[src/pkg/dcdma_pkg.sv]
// Constants and types shared by the two-channel transfer engine.
package dcdma_pkg;
   localparam int NCH = 2;
   localparam int AW = 32;
   localparam int DW = 8;
   localparam int CW = 24;
   localparam int PW = 16;
   localparam int FD = 4;
   localparam int FPW = 3;
   localparam int CRCW = 16;
   localparam logic [CRCW-1:0] CRC_POLY = 16'h1021;
   localparam logic [CRCW-1:0] CRC_RST = 16'h0000;
   localparam logic CLR_RST = 1'b1;
   localparam logic ARM_RST = 1'b0;
   localparam logic [PW-1:0] PEND_MAX = 16'hffff;
   localparam logic [FPW-1:0] FIFO_FULL = 3'h4;
   localparam logic [1:0] AM_INC = 2'h0;
   localparam logic [1:0] AM_DEC = 2'h1;
   localparam logic [1:0] AM_FIX = 2'h2;
   typedef enum logic [0:0] {
      DCDMA_IDLE = 1'b0,
      DCDMA_RUN = 1'b1
   } dcdma_state_t;
endpackage

[src/pkg/dcdma_crc_if.sv]
// Connection between the channel engines and the shared checksum unit.
`timescale 1ns/1ps
`default_nettype none
interface dcdma_crc_if;
   logic en;
   logic vld;
   logic [7:0] dat;
   logic [15:0] value;
   modport engine (output en, output vld, output dat, input value);
   modport unit (input en, input vld, input dat, output value);
endinterface
`default_nettype wire

[src/dcdma_crc.sv]
// Shared 16-bit checksum unit fed by the bytes entering a channel buffer.
`timescale 1ns/1ps
`default_nettype none
module dcdma_crc (
   input wire logic mclk,
   input wire logic rst,
   dcdma_crc_if.unit crc
);
   import dcdma_pkg::*;

   logic en_q_r;
   logic [CRCW-1:0] crc_r;

   function automatic logic [CRCW-1:0] crc_step(input logic [CRCW-1:0] c, input logic [7:0] d);
      logic [CRCW-1:0] v;
      logic fb;
      v = c;
      for (int i = 7; i >= 0; i--) begin
         fb = v[CRCW-1] ^ d[i];
         v = {v[CRCW-2:0], 1'b0} ^ (fb ? CRC_POLY : CRC_RST);
      end
      return v;
   endfunction

   always_ff @(posedge mclk) begin
      if (rst) begin
         en_q_r <= 1'b0;
      end else begin
         en_q_r <= crc.en;
      end
   end

   // A fresh enable wipes the old result before the first new byte counts.
   always_ff @(posedge mclk) begin
      if (rst) begin
         crc_r <= CRC_RST;
      end else if (crc.en && !en_q_r) begin
         crc_r <= CRC_RST; // RQ22
      end else if (crc.en && crc.vld) begin
         crc_r <= crc_step(crc_r, crc.dat); // RQ23
      end
   end

   assign crc.value = crc_r;
endmodule
`default_nettype wire

[src/dcdma_top.sv]
// Two-channel byte transfer engine with request pairs and a shared checksum.
// Function
// RQ1 - Two independent channels, each a separate bus master moving one byte per clock.
// RQ2 - An enabled channel accepts requests but serves none until armed; the code also serves an unarmed channel whose auto_rearm_bit is set.
// RQ3 - First request after arming loads counters, clears the arm bit and is served.
// RQ4 - Requests are sampled each cycle; a held request counts once per cycle.
// RQ5 - Unserved requests wait in a pending counter of up to 64K entries.
// RQ6 - With the enable cleared, later requests are ignored everywhere.
// RQ7 - Counters stay readable; clear bit or enabling re-initializes them.
// RQ8 - Clear bit holds the channel in reset; system reset sets it.
// RQ9 - Clear takes one cycle and keeps programmed configuration.
// RQ10 - Block ends at zero count; next block only if armed or continuous.
// RQ11 - Each byte is read into the buffer before it is written.
// RQ12 - Single mode moves one byte per request until the count ends.
// RQ13 - Block mode moves a whole block per request; others wait pending.
// RQ14 - Software request acts as a request, self-clears next cycle, may pend.
// RQ15 - Software request while disabled is ignored.
// RQ16 - Without rearm the channel idles after terminal count until armed again.
// RQ17 - Continuous bit re-arms the channel after each block.
// RQ18 - Software pairs both channels and starts the reading channel for memory copies.
// RQ19 - One address per request, from start address, stepped after use.
// RQ20 - Current address and count of an active block are visible.
// RQ21 - Each channel buffers four bytes between read and write.
// RQ22 - Shared checksum follows the selected channel; enable edge zeroes it.
// RQ23 - Checksum uses x^16+x^12+x^5+1 and is readable afterwards.
// RQ24 - Status flags are sticky; writing one clears, set wins over clear.
// RQ25 - Software programs the count as bytes minus one.
// RQ26 - Each served byte gives a one-cycle acknowledge to the device.
`timescale 1ns/1ps
`default_nettype none
module dcdma_top (
   input wire logic mclk,
   input wire logic rst,
   input wire logic [dcdma_pkg::NCH-1:0] en,
   input wire logic [dcdma_pkg::NCH-1:0] arm_set,
   input wire logic [dcdma_pkg::NCH-1:0] auto_rearm_bit,
   input wire logic [dcdma_pkg::NCH-1:0] blk_mode,
   input wire logic [dcdma_pkg::NCH-1:0] dir_to_mem,
   input wire logic [dcdma_pkg::NCH-1:0] pair,
   input wire logic [dcdma_pkg::NCH-1:0] crc_en,
   input wire logic [dcdma_pkg::NCH-1:0][1:0] addr_mode,
   input wire logic [dcdma_pkg::NCH-1:0][dcdma_pkg::AW-1:0] start_addr,
   input wire logic [dcdma_pkg::NCH-1:0][dcdma_pkg::CW-1:0] start_cnt,
   input wire logic [dcdma_pkg::NCH-1:0][dcdma_pkg::AW-1:0] dev_addr,
   input wire logic [dcdma_pkg::NCH-1:0] channel_clear_bit_wr,
   input wire logic [dcdma_pkg::NCH-1:0] channel_clear_bit_wdata,
   input wire logic [dcdma_pkg::NCH-1:0] software_request_bit_set,
   input wire logic [dcdma_pkg::NCH-1:0] flag_tc_clr,
   input wire logic [dcdma_pkg::NCH-1:0] flag_start_clr,
   input wire logic [dcdma_pkg::NCH-1:0] flag_ovf_clr,
   input wire logic [dcdma_pkg::NCH-1:0] dev_req,
   output logic [dcdma_pkg::NCH-1:0] dev_ack,
   output logic [dcdma_pkg::NCH-1:0] rd_req,
   output logic [dcdma_pkg::NCH-1:0][dcdma_pkg::AW-1:0] rd_addr,
   input wire logic [dcdma_pkg::NCH-1:0] rd_gnt,
   input wire logic [dcdma_pkg::NCH-1:0][dcdma_pkg::DW-1:0] rd_data,
   output logic [dcdma_pkg::NCH-1:0] wr_req,
   output logic [dcdma_pkg::NCH-1:0][dcdma_pkg::AW-1:0] wr_addr,
   output logic [dcdma_pkg::NCH-1:0][dcdma_pkg::DW-1:0] wr_data,
   input wire logic [dcdma_pkg::NCH-1:0] wr_gnt,
   output logic [dcdma_pkg::NCH-1:0] arm_bit,
   output logic [dcdma_pkg::NCH-1:0] channel_clear_bit,
   output logic [dcdma_pkg::NCH-1:0] software_request_bit,
   output logic [dcdma_pkg::NCH-1:0] busy,
   output logic [dcdma_pkg::NCH-1:0][dcdma_pkg::AW-1:0] cur_addr,
   output logic [dcdma_pkg::NCH-1:0][dcdma_pkg::CW-1:0] cur_cnt,
   output logic [dcdma_pkg::NCH-1:0][dcdma_pkg::PW-1:0] pend_cnt,
   output logic [dcdma_pkg::NCH-1:0] flag_tc,
   output logic [dcdma_pkg::NCH-1:0] flag_start,
   output logic [dcdma_pkg::NCH-1:0] flag_ovf,
   output logic [dcdma_pkg::CRCW-1:0] crc_value
);
   import dcdma_pkg::*;

   // ************************************************************
   // Shared state
   // ************************************************************
   dcdma_state_t st_r [NCH];
   logic [NCH-1:0] clr_r;
   logic [NCH-1:0] en_q_r;
   logic [NCH-1:0] arm_r;
   logic [NCH-1:0] swq_r;
   logic [NCH-1:0] rd_fin_r;
   logic [NCH-1:0] tc_r;
   logic [NCH-1:0] stf_r;
   logic [NCH-1:0] ovf_r;
   logic [PW-1:0] pend_r [NCH];
   logic [AW-1:0] addr_r [NCH];
   logic [CW-1:0] cnt_r [NCH];
   logic [CW-1:0] rdl_r [NCH];
   logic [DW-1:0] fifo_mem [NCH][FD];
   logic [FPW-1:0] wp_r [NCH];
   logic [FPW-1:0] rp_r [NCH];
   logic [NCH-1:0] start;
   logic [NCH-1:0] rd_fire;
   logic [NCH-1:0] wr_fire;
   logic [NCH-1:0] req_ok;
   logic [NCH-1:0] reinit;
   logic paired;

   assign paired = pair[0] & pair[1]; // RQ18

   // ************************************************************
   // Per-channel engine
   // ************************************************************
   genvar c;
   generate
      for (c = 0; c < NCH; c++) begin : g_ch
         logic slave;
         logic load;
         logic step;
         logic mem_rd;
         logic dec;
         logic last_wr;
         logic full;
         logic empty;
         logic [FPW-1:0] fill;
         logic [PW-1:0] pend_nxt;

         assign slave = (c == 1) && paired;
         // The fill count has a spare bit, so four stored bytes read as full and not as empty.
         assign fill = wp_r[c] - rp_r[c];
         assign full = (fill == FIFO_FULL); // RQ21
         assign empty = (fill == 3'h0);
         assign mem_rd = !dir_to_mem[c]
            || (c == 0 && paired);

         // A request from the pin or from software counts once per sampled cycle.
         assign req_ok[c] = en[c] && !clr_r[c]
            && (dev_req[c] || swq_r[c]); // RQ4 RQ6

         // Enabling a channel re-initializes its counters, as does the clear bit.
         assign reinit[c] = clr_r[c]
            || (en[c] && !en_q_r[c]); // RQ7

         // Arming or continuous mode is needed before any pending request is served.
         assign start[c] = (st_r[c] == DCDMA_IDLE) && !clr_r[c] && en[c] && !slave
            && (arm_r[c] || auto_rearm_bit[c]) && (pend_r[c] != '0); // RQ2 RQ17 RQ10

         // In single mode each read uses one request; a block uses one for all bytes.
         assign rd_req[c] = (st_r[c] == DCDMA_RUN) && !rd_fin_r[c] && !full
            && (blk_mode[c] || pend_r[c] != '0); // RQ12 RQ13 RQ1
         assign rd_fire[c] = rd_req[c] && rd_gnt[c];
         assign rd_addr[c] = mem_rd ? addr_r[c] : dev_addr[c]; // RQ19

         // The write side only drains bytes already read into the buffer.
         assign wr_req[c] = (st_r[c] == DCDMA_RUN) && !empty; // RQ11
         assign wr_fire[c] = wr_req[c] && wr_gnt[c];
         assign wr_data[c] = fifo_mem[c][rp_r[c][1:0]];
         assign last_wr = wr_fire[c]
            && (cnt_r[c] == '0);
         assign dev_ack[c] = wr_fire[c]; // RQ26

         always_comb begin
            if (c == 0 && paired) begin
               wr_addr[c] = addr_r[1]; // RQ18
            end else if (dir_to_mem[c]) begin
               wr_addr[c] = addr_r[c];
            end else begin
               wr_addr[c] = dev_addr[c];
            end
         end

         assign dec = (start[c] && blk_mode[c])
            || (rd_fire[c] && !blk_mode[c]);

         always_comb begin
            pend_nxt = pend_r[c];
            if (req_ok[c] && !dec && pend_r[c] != PEND_MAX) begin
               pend_nxt = pend_r[c] + 16'h0001; // RQ5 RQ13 RQ14
            end else if (!req_ok[c] && dec) begin
               pend_nxt = pend_r[c] - 16'h0001;
            end
         end

         always_ff @(posedge mclk) begin
            if (rst || reinit[c]) begin
               pend_r[c] <= '0;
            end else begin
               pend_r[c] <= pend_nxt;
            end
         end

         // The clear bit comes up set after system reset; one cycle clears the channel.
         always_ff @(posedge mclk) begin
            if (rst) begin
               clr_r[c] <= CLR_RST; // RQ8
            end else if (channel_clear_bit_wr[c]) begin
               clr_r[c] <= channel_clear_bit_wdata[c]; // RQ8 RQ9
            end
         end

         always_ff @(posedge mclk) begin
            if (rst) begin
               en_q_r[c] <= 1'b0;
            end else begin
               en_q_r[c] <= en[c];
            end
         end

         // Arming set by software wins over the hardware clear in the same cycle.
         always_ff @(posedge mclk) begin
            if (rst || clr_r[c]) begin
               arm_r[c] <= ARM_RST;
            end else if (arm_set[c]) begin
               arm_r[c] <= 1'b1;
            end else if (start[c]) begin
               arm_r[c] <= 1'b0; // RQ3 RQ16
            end
         end

         // The software request lives one cycle and is dropped while disabled.
         always_ff @(posedge mclk) begin
            if (rst || clr_r[c]) begin
               swq_r[c] <= 1'b0;
            end else begin
               swq_r[c] <= software_request_bit_set[c]
                  && en[c] && !swq_r[c]; // RQ14 RQ15
            end
         end

         always_ff @(posedge mclk) begin
            if (rst || clr_r[c]) begin
               st_r[c] <= DCDMA_IDLE;
            end else if (start[c] || (slave && start[0])) begin
               st_r[c] <= slave ? DCDMA_IDLE : DCDMA_RUN; // RQ3
            end else if (last_wr) begin
               st_r[c] <= DCDMA_IDLE; // RQ10 RQ16
            end
         end

         // The slave channel of a pair follows the master's start and writes.
         assign load = start[c] || (slave && start[0])
            || reinit[c];
         assign step = slave ? wr_fire[0]
            : (mem_rd ? rd_fire[c] : wr_fire[c]);

         always_ff @(posedge mclk) begin
            if (rst) begin
               addr_r[c] <= '0;
            end else if (load) begin
               addr_r[c] <= start_addr[c]; // RQ3 RQ19
            end else if (step) begin
               unique case (addr_mode[c])
                  AM_INC: addr_r[c] <= addr_r[c] + 32'h0000_0001; // RQ19
                  AM_DEC: addr_r[c] <= addr_r[c] - 32'h0000_0001;
                  default: addr_r[c] <= addr_r[c];
               endcase
            end
         end

         // Count holds bytes minus one, so zero marks the final byte.
         always_ff @(posedge mclk) begin
            if (rst) begin
               cnt_r[c] <= '0;
            end else if (load) begin
               cnt_r[c] <= start_cnt[c]; // RQ3 RQ25
            end else if (wr_fire[c] && cnt_r[c] != '0) begin
               cnt_r[c] <= cnt_r[c] - 24'h00_0001; // RQ20
            end
         end

         always_ff @(posedge mclk) begin
            if (rst || clr_r[c]) begin
               rdl_r[c] <= '0;
               rd_fin_r[c] <= 1'b0;
            end else if (start[c]) begin
               rdl_r[c] <= start_cnt[c];
               rd_fin_r[c] <= 1'b0;
            end else if (rd_fire[c]) begin
               rdl_r[c] <= rdl_r[c] - 24'h00_0001;
               rd_fin_r[c] <= (rdl_r[c] == '0);
            end
         end

         // Each channel keeps its own four-byte buffer.
         always_ff @(posedge mclk) begin
            if (rd_fire[c]) begin
               fifo_mem[c][wp_r[c][1:0]] <= rd_data[c]; // RQ11 RQ21
            end
         end

         always_ff @(posedge mclk) begin
            if (rst || clr_r[c]) begin
               wp_r[c] <= '0;
               rp_r[c] <= '0;
            end else begin
               if (rd_fire[c]) begin
                  wp_r[c] <= wp_r[c] + 3'h1;
               end
               if (wr_fire[c]) begin
                  rp_r[c] <= rp_r[c] + 3'h1;
               end
            end
         end

         // Status flags: a new event in the clearing cycle keeps the flag set.
         always_ff @(posedge mclk) begin
            if (rst || clr_r[c]) begin
               tc_r[c] <= 1'b0;
               stf_r[c] <= 1'b0;
               ovf_r[c] <= 1'b0;
            end else begin
               tc_r[c] <= last_wr || (tc_r[c] && !flag_tc_clr[c]); // RQ24
               stf_r[c] <= start[c] || (stf_r[c] && !flag_start_clr[c]); // RQ24
               ovf_r[c] <= (req_ok[c] && !dec && pend_r[c] == PEND_MAX)
                  || (ovf_r[c] && !flag_ovf_clr[c]); // RQ24 RQ5
            end
         end

         assign arm_bit[c] = arm_r[c];
         assign channel_clear_bit[c] = clr_r[c];
         assign software_request_bit[c] = swq_r[c];
         assign busy[c] = (st_r[c] == DCDMA_RUN);
         assign cur_addr[c] = addr_r[c]; // RQ20
         assign cur_cnt[c] = cnt_r[c]; // RQ20
         assign pend_cnt[c] = pend_r[c]; // RQ7
         assign flag_tc[c] = tc_r[c];
         assign flag_start[c] = stf_r[c];
         assign flag_ovf[c] = ovf_r[c];
      end
   endgenerate

   // ************************************************************
   // Shared checksum
   // ************************************************************
   // Channel 0 takes the unit when both enables are set, since only one stream is covered.
   dcdma_crc_if crc_bus ();

   assign crc_bus.en = crc_en[0] || crc_en[1]; // RQ22
   assign crc_bus.vld = crc_en[0] ? rd_fire[0] : rd_fire[1];
   assign crc_bus.dat = crc_en[0] ? rd_data[0] : rd_data[1];
   assign crc_value = crc_bus.value; // RQ23

   dcdma_crc u_crc (
      .mclk(mclk),
      .rst(rst),
      .crc(crc_bus)
   );
endmodule
`default_nettype wire
[config.mk]
export PLATFORM = sky130hd
export DESIGN_NAME = dcdma_top
export DESIGN_NICKNAME = d
export VERILOG_FILES = /design/src/pkg/dcdma_pkg.sv /design/src/pkg/dcdma_crc_if.sv /design/src/dcdma_crc.sv /design/src/dcdma_top.sv
export SDC_FILE = /design/constraint.sdc
export NUM_CORES = 1
export LEC_CHECK = 0
export BUFFER_PORTS_ARGS = -buffer_cell sky130_fd_sc_hd__buf_2
export CAP_MARGIN = 20
export CORE_ASPECT_RATIO = 0.9
export CORE_UTILIZATION = 40
export CTS_CLUSTER_DIAMETER = 40
export CTS_CLUSTER_SIZE = 20
export DETAILED_ROUTE_END_ITERATION = 12
export PLACE_DENSITY = 0.72
export SYNTH_ARGS = -nofsm -noshare
export SYNTH_HDL_FRONTEND = slang
export SYNTH_SLANG_ARGS = --single-unit
[constraint.sdc]
create_clock -name mclk -period 5 [get_ports mclk]
set_input_delay 0.25 -clock mclk [delete_from_list [all_inputs] [get_ports mclk]]
set_output_delay 0.25 -clock mclk [all_outputs]
set_load 0.005 [all_outputs]
==> flow_summary_export.csv <==
group,metric,value,unit
status,status,"finished, final reports clean",
worst_setup_path,crit_start,"wp_r[0][1]",
clock_tree,cts_buffers,53,
worst_setup_path,critPathMaxFanout,16,
worst_setup_path,rr_startpoint,"wp_r[0][1]",
sta,timing.fmax,224,MHz
sta,fin_worst_skew,0.0397,ns
yosys,synth_common_cells,"nand2_1, edfxtp_1, nor2_1, o21ai_0, xnor2_1",
sta,fin_crit,4.45,ns
yosys,synth_fp_nets,2429,
drt,drc,0,
flow_run,maxCapViolCount,0,
clock_tree,clockBufferDepth,3,
placed_design,place.gp.congestion,0.982,
finish,syn2layout_area_growth,32.3,%
die,die_w,238,um
yosys,synth_ff_type,"edfxtp_1",
min_path,min_path_type,"input pin to register",
pwr,leakage,11.2,nW
sta,hold_violations,0,
placed_design,hpwl,56100,um
worst_setup_path,crit_top_cell,"o21ai_0",
yosys,ys_async_sr_fraction,0,
global_route,grt_use_met3,0.0494,
global_route,antenna_found_initial,4,
die,start_util,0.407,
global_route,grt_pass1_vias,18775,
die,die-area,0.0511,mm2
global_route,grtUsageMet2,0.462,
die,row_count,77,
global_route,grt_max_degree,66,
finish,final_util,0.539,
die,fp.dieH,215,um
global_route,grt_pass1_wl,112000,um
yosys,syn-cell-area,0.0201,mm2
clock_tree,clk_latency,0.61,ns
die,io_pins,554,
global_route,grt_use_total,0.285,
yosys,synth_area_leaders,"edfxtp_1, dfxtp_1, nand2_1",
yosys,synth.most_common_cell,"nand2_1",
drt,post_drt_wl_per_cell,21.5,um
pwr,p_total,8.06,mW
worst_setup_path,r2r_setup_slack,0.55,ns
clock_tree,cts_tree,"done",
pwr,power.density,303,mW/mm2
sta,tns,0,ns
global_route,grtUsageMet1,0.349,
clock_tree,cts_setup_buffers,0,
clock_tree,cts_root_buf,"clkbuf_16",
finish,drive_above_1_share,0.279,
sta,maxSlewHeadroom,0.154,
global_route,top_usage_layer,"met2",
clock_tree,cts_htree_levels,2,
drt,vias_per_cell,5.59,
drt,drtPass1Iterations,6,
yosys,seq_area_frac_synth,0.421,
yosys,ys_seq_elements,303,
yosys,yosysWarnings,0,
clock_tree,clock_sinks,303,
worst_setup_path,cpPeakStageDelay,0.45,ns
min_path,min_from,"rst",
yosys,yosys.area.top_type_share,0.356,
worst_setup_path,cp_data_arrival_time,4.95,ns
worst_setup_path,critPathSlowestCell,"edfxtp_1",
yosys,syn_area_per_cell,9.37,um2
placed_design,portBuffers,553,
drt,wl,75100,um
yosys,synth-edff-count,238,
yosys,ys_types,77,
yosys,yosys.area.top_type,"edfxtp_1",
yosys,synth_cells,2143,
sta,worst_pin_slew,1.27,ns
worst_setup_path,crit_path_start_kind,"register",
drt,first_iter_violations,1544,
drt,ant_nets,0,
sta,slew_viol_final,0,
worst_setup_path,crit_chain,"ha_1, nor2b_1, o21ai_0, nand4_1, a221oi_1, inv_1, buf_4, ha_1, nand2_1, o21ai_0, a31oi_1, a31oi_1, a41o_1, o41ai_1, mux2_2, o21ai_0",
global_route,overflow,0,
drt,vias,19549,
die,core,0.0493,mm2
pwr,ir_worst_vdd,0.296,mV
sta,fin_crit_sh,0.891,
worst_setup_path,worstPathRequired,5.50,ns
worst_setup_path,end_kind,"register",
sta,rsz0062_at_grt,"no",
finish,nets,3066,
worst_setup_path,critPathKind,"register to register",
sta,finalSetupViolations,0,
clock_tree,clk_pin_slew_worst_paths,0.06,ns
[final timing paths]
check                                  to  depth (start not counted)
hold reg to reg   software_request_bit[0]                          1
setup reg to reg            pend_r[0][14]                         16
hold / removal                  en_q_r[0]                          2
setup / recovery            pend_r[0][14]                         16
[worst max-delay path, delay by kind of cell, from the launching register on]
family / cells / cell delay [ns]
compound gates: 8 / 1.98
fa+ha+maj: 2 / 0.70
buf+inv: 2 / 0.39
flops: 1 / 0.45
mux: 1 / 0.37
simple gates: 3 / 0.46
[routing by layer]
metal	share of wire	wire length (um)
met5	0	0
met1	0.39	29500
met3	0.074	5590
met4	0.067	5040
met2	0.47	35000
[registers in the layout, indices dropped and copies added (netlist names)]
name / flops
addr_r: 64
arm_bit: 2
channel_clear_bit: 2
cnt_r: 48
en_q_r: 2
fifo_mem: 64
flag_ovf: 2
flag_start: 2
flag_tc: 2
pend_r: 32
rd_fin_r: 2
rdl_r: 48
rp_r: 6
software_request_bit: 2
st_r: 2
u_crc.crc.value: 16
u_crc.en_q_r: 1
wp_r: 6
[logic make-up after synthesis]
group | after synthesis | synth area share
AND/OR/NAND/NOR | 872 | 0.205
buffers and inverters | 168 | 0.0349
flip-flops | 303 | 0.421
XOR/XNOR | 197 | 0.0859
multiplexers | 172 | 0.0996
adder cells (fa/ha/maj) | 56 | 0.0356
AO/OA/AOI/OAI | 375 | 0.118
[cell type report]
type / count / area (um2)
Sequential cell: 303 / 8450
Multi-Input combinational cell: 1672 / 11000
Timing Repair Buffer: 712 / 4290
Clock inverter: 39 / 475
Inverter: 38 / 143
Antenna cell: 3 / 7.51
Clock buffer: 61 / 1390
Fill cell: 4352 / 22800
Tap cell: 671 / 840
[what timing repair did]
item,4_1_cts,5_1_grt
endpoints found under the setup margin,0,1
endpoints found under the hold margin,191,0
hold buffers,125,0
resized for setup,0,1
[power breakdown]
| group | total [mW] | switching (mW) | internal, mW |
|---|---|---|---|
| combinational | 1.31 | 0.712 | 0.601 |
| clock | 3.72 | 1.48 | 2.24 |
| sequential | 3.02 | 0.198 | 2.83 |
| total | 8.06 | 2.39 | 5.66 |
[stage by stage]
step           cell area, um2  instances  hold slack (ns)  setup WS, ns
6_report                26600       3499           0.0315         0.545
3_5_place_dp            23400       3269            0.440         0.368
2_1_floorplan           20100       2143            0.349         0.304
4_1_cts                 26500       3494          0.00465         0.372
3_3_place_gp            23400       3268            0.426         0.478
5_1_grt                 26600       3498           0.0194         0.195
[cell usage in the layout, fill, tap and decap left out, types with 18 or more instances in the layout]
cell type,netlist,layout
dfxtp_1,65,65
nor2_1,216,216
a31oi_1,18,18
nand2b_1,19,19
nand3_1,46,46
clkbuf_16,0,53
nand4_1,23,23
ha_1,54,54
a211oi_1,37,37
xor2_1,66,66
or3_1,35,35
a21oi_1,71,70
and2_1,19,18
buf_2,15,552
dlygate4sd3_1,0,125
nor3_1,68,67
xnor2_1,131,131
inv_1,38,38
nand2_1,315,315
nor4_1,37,37
buf_4,10,33
and3_1,24,24
o21ai_0,139,137
edfxtp_1,238,238
nor2b_1,18,18
mux2_2,63,63
mux2i_1,93,93
Note: power is estimated with default switching activity, not from simulation.
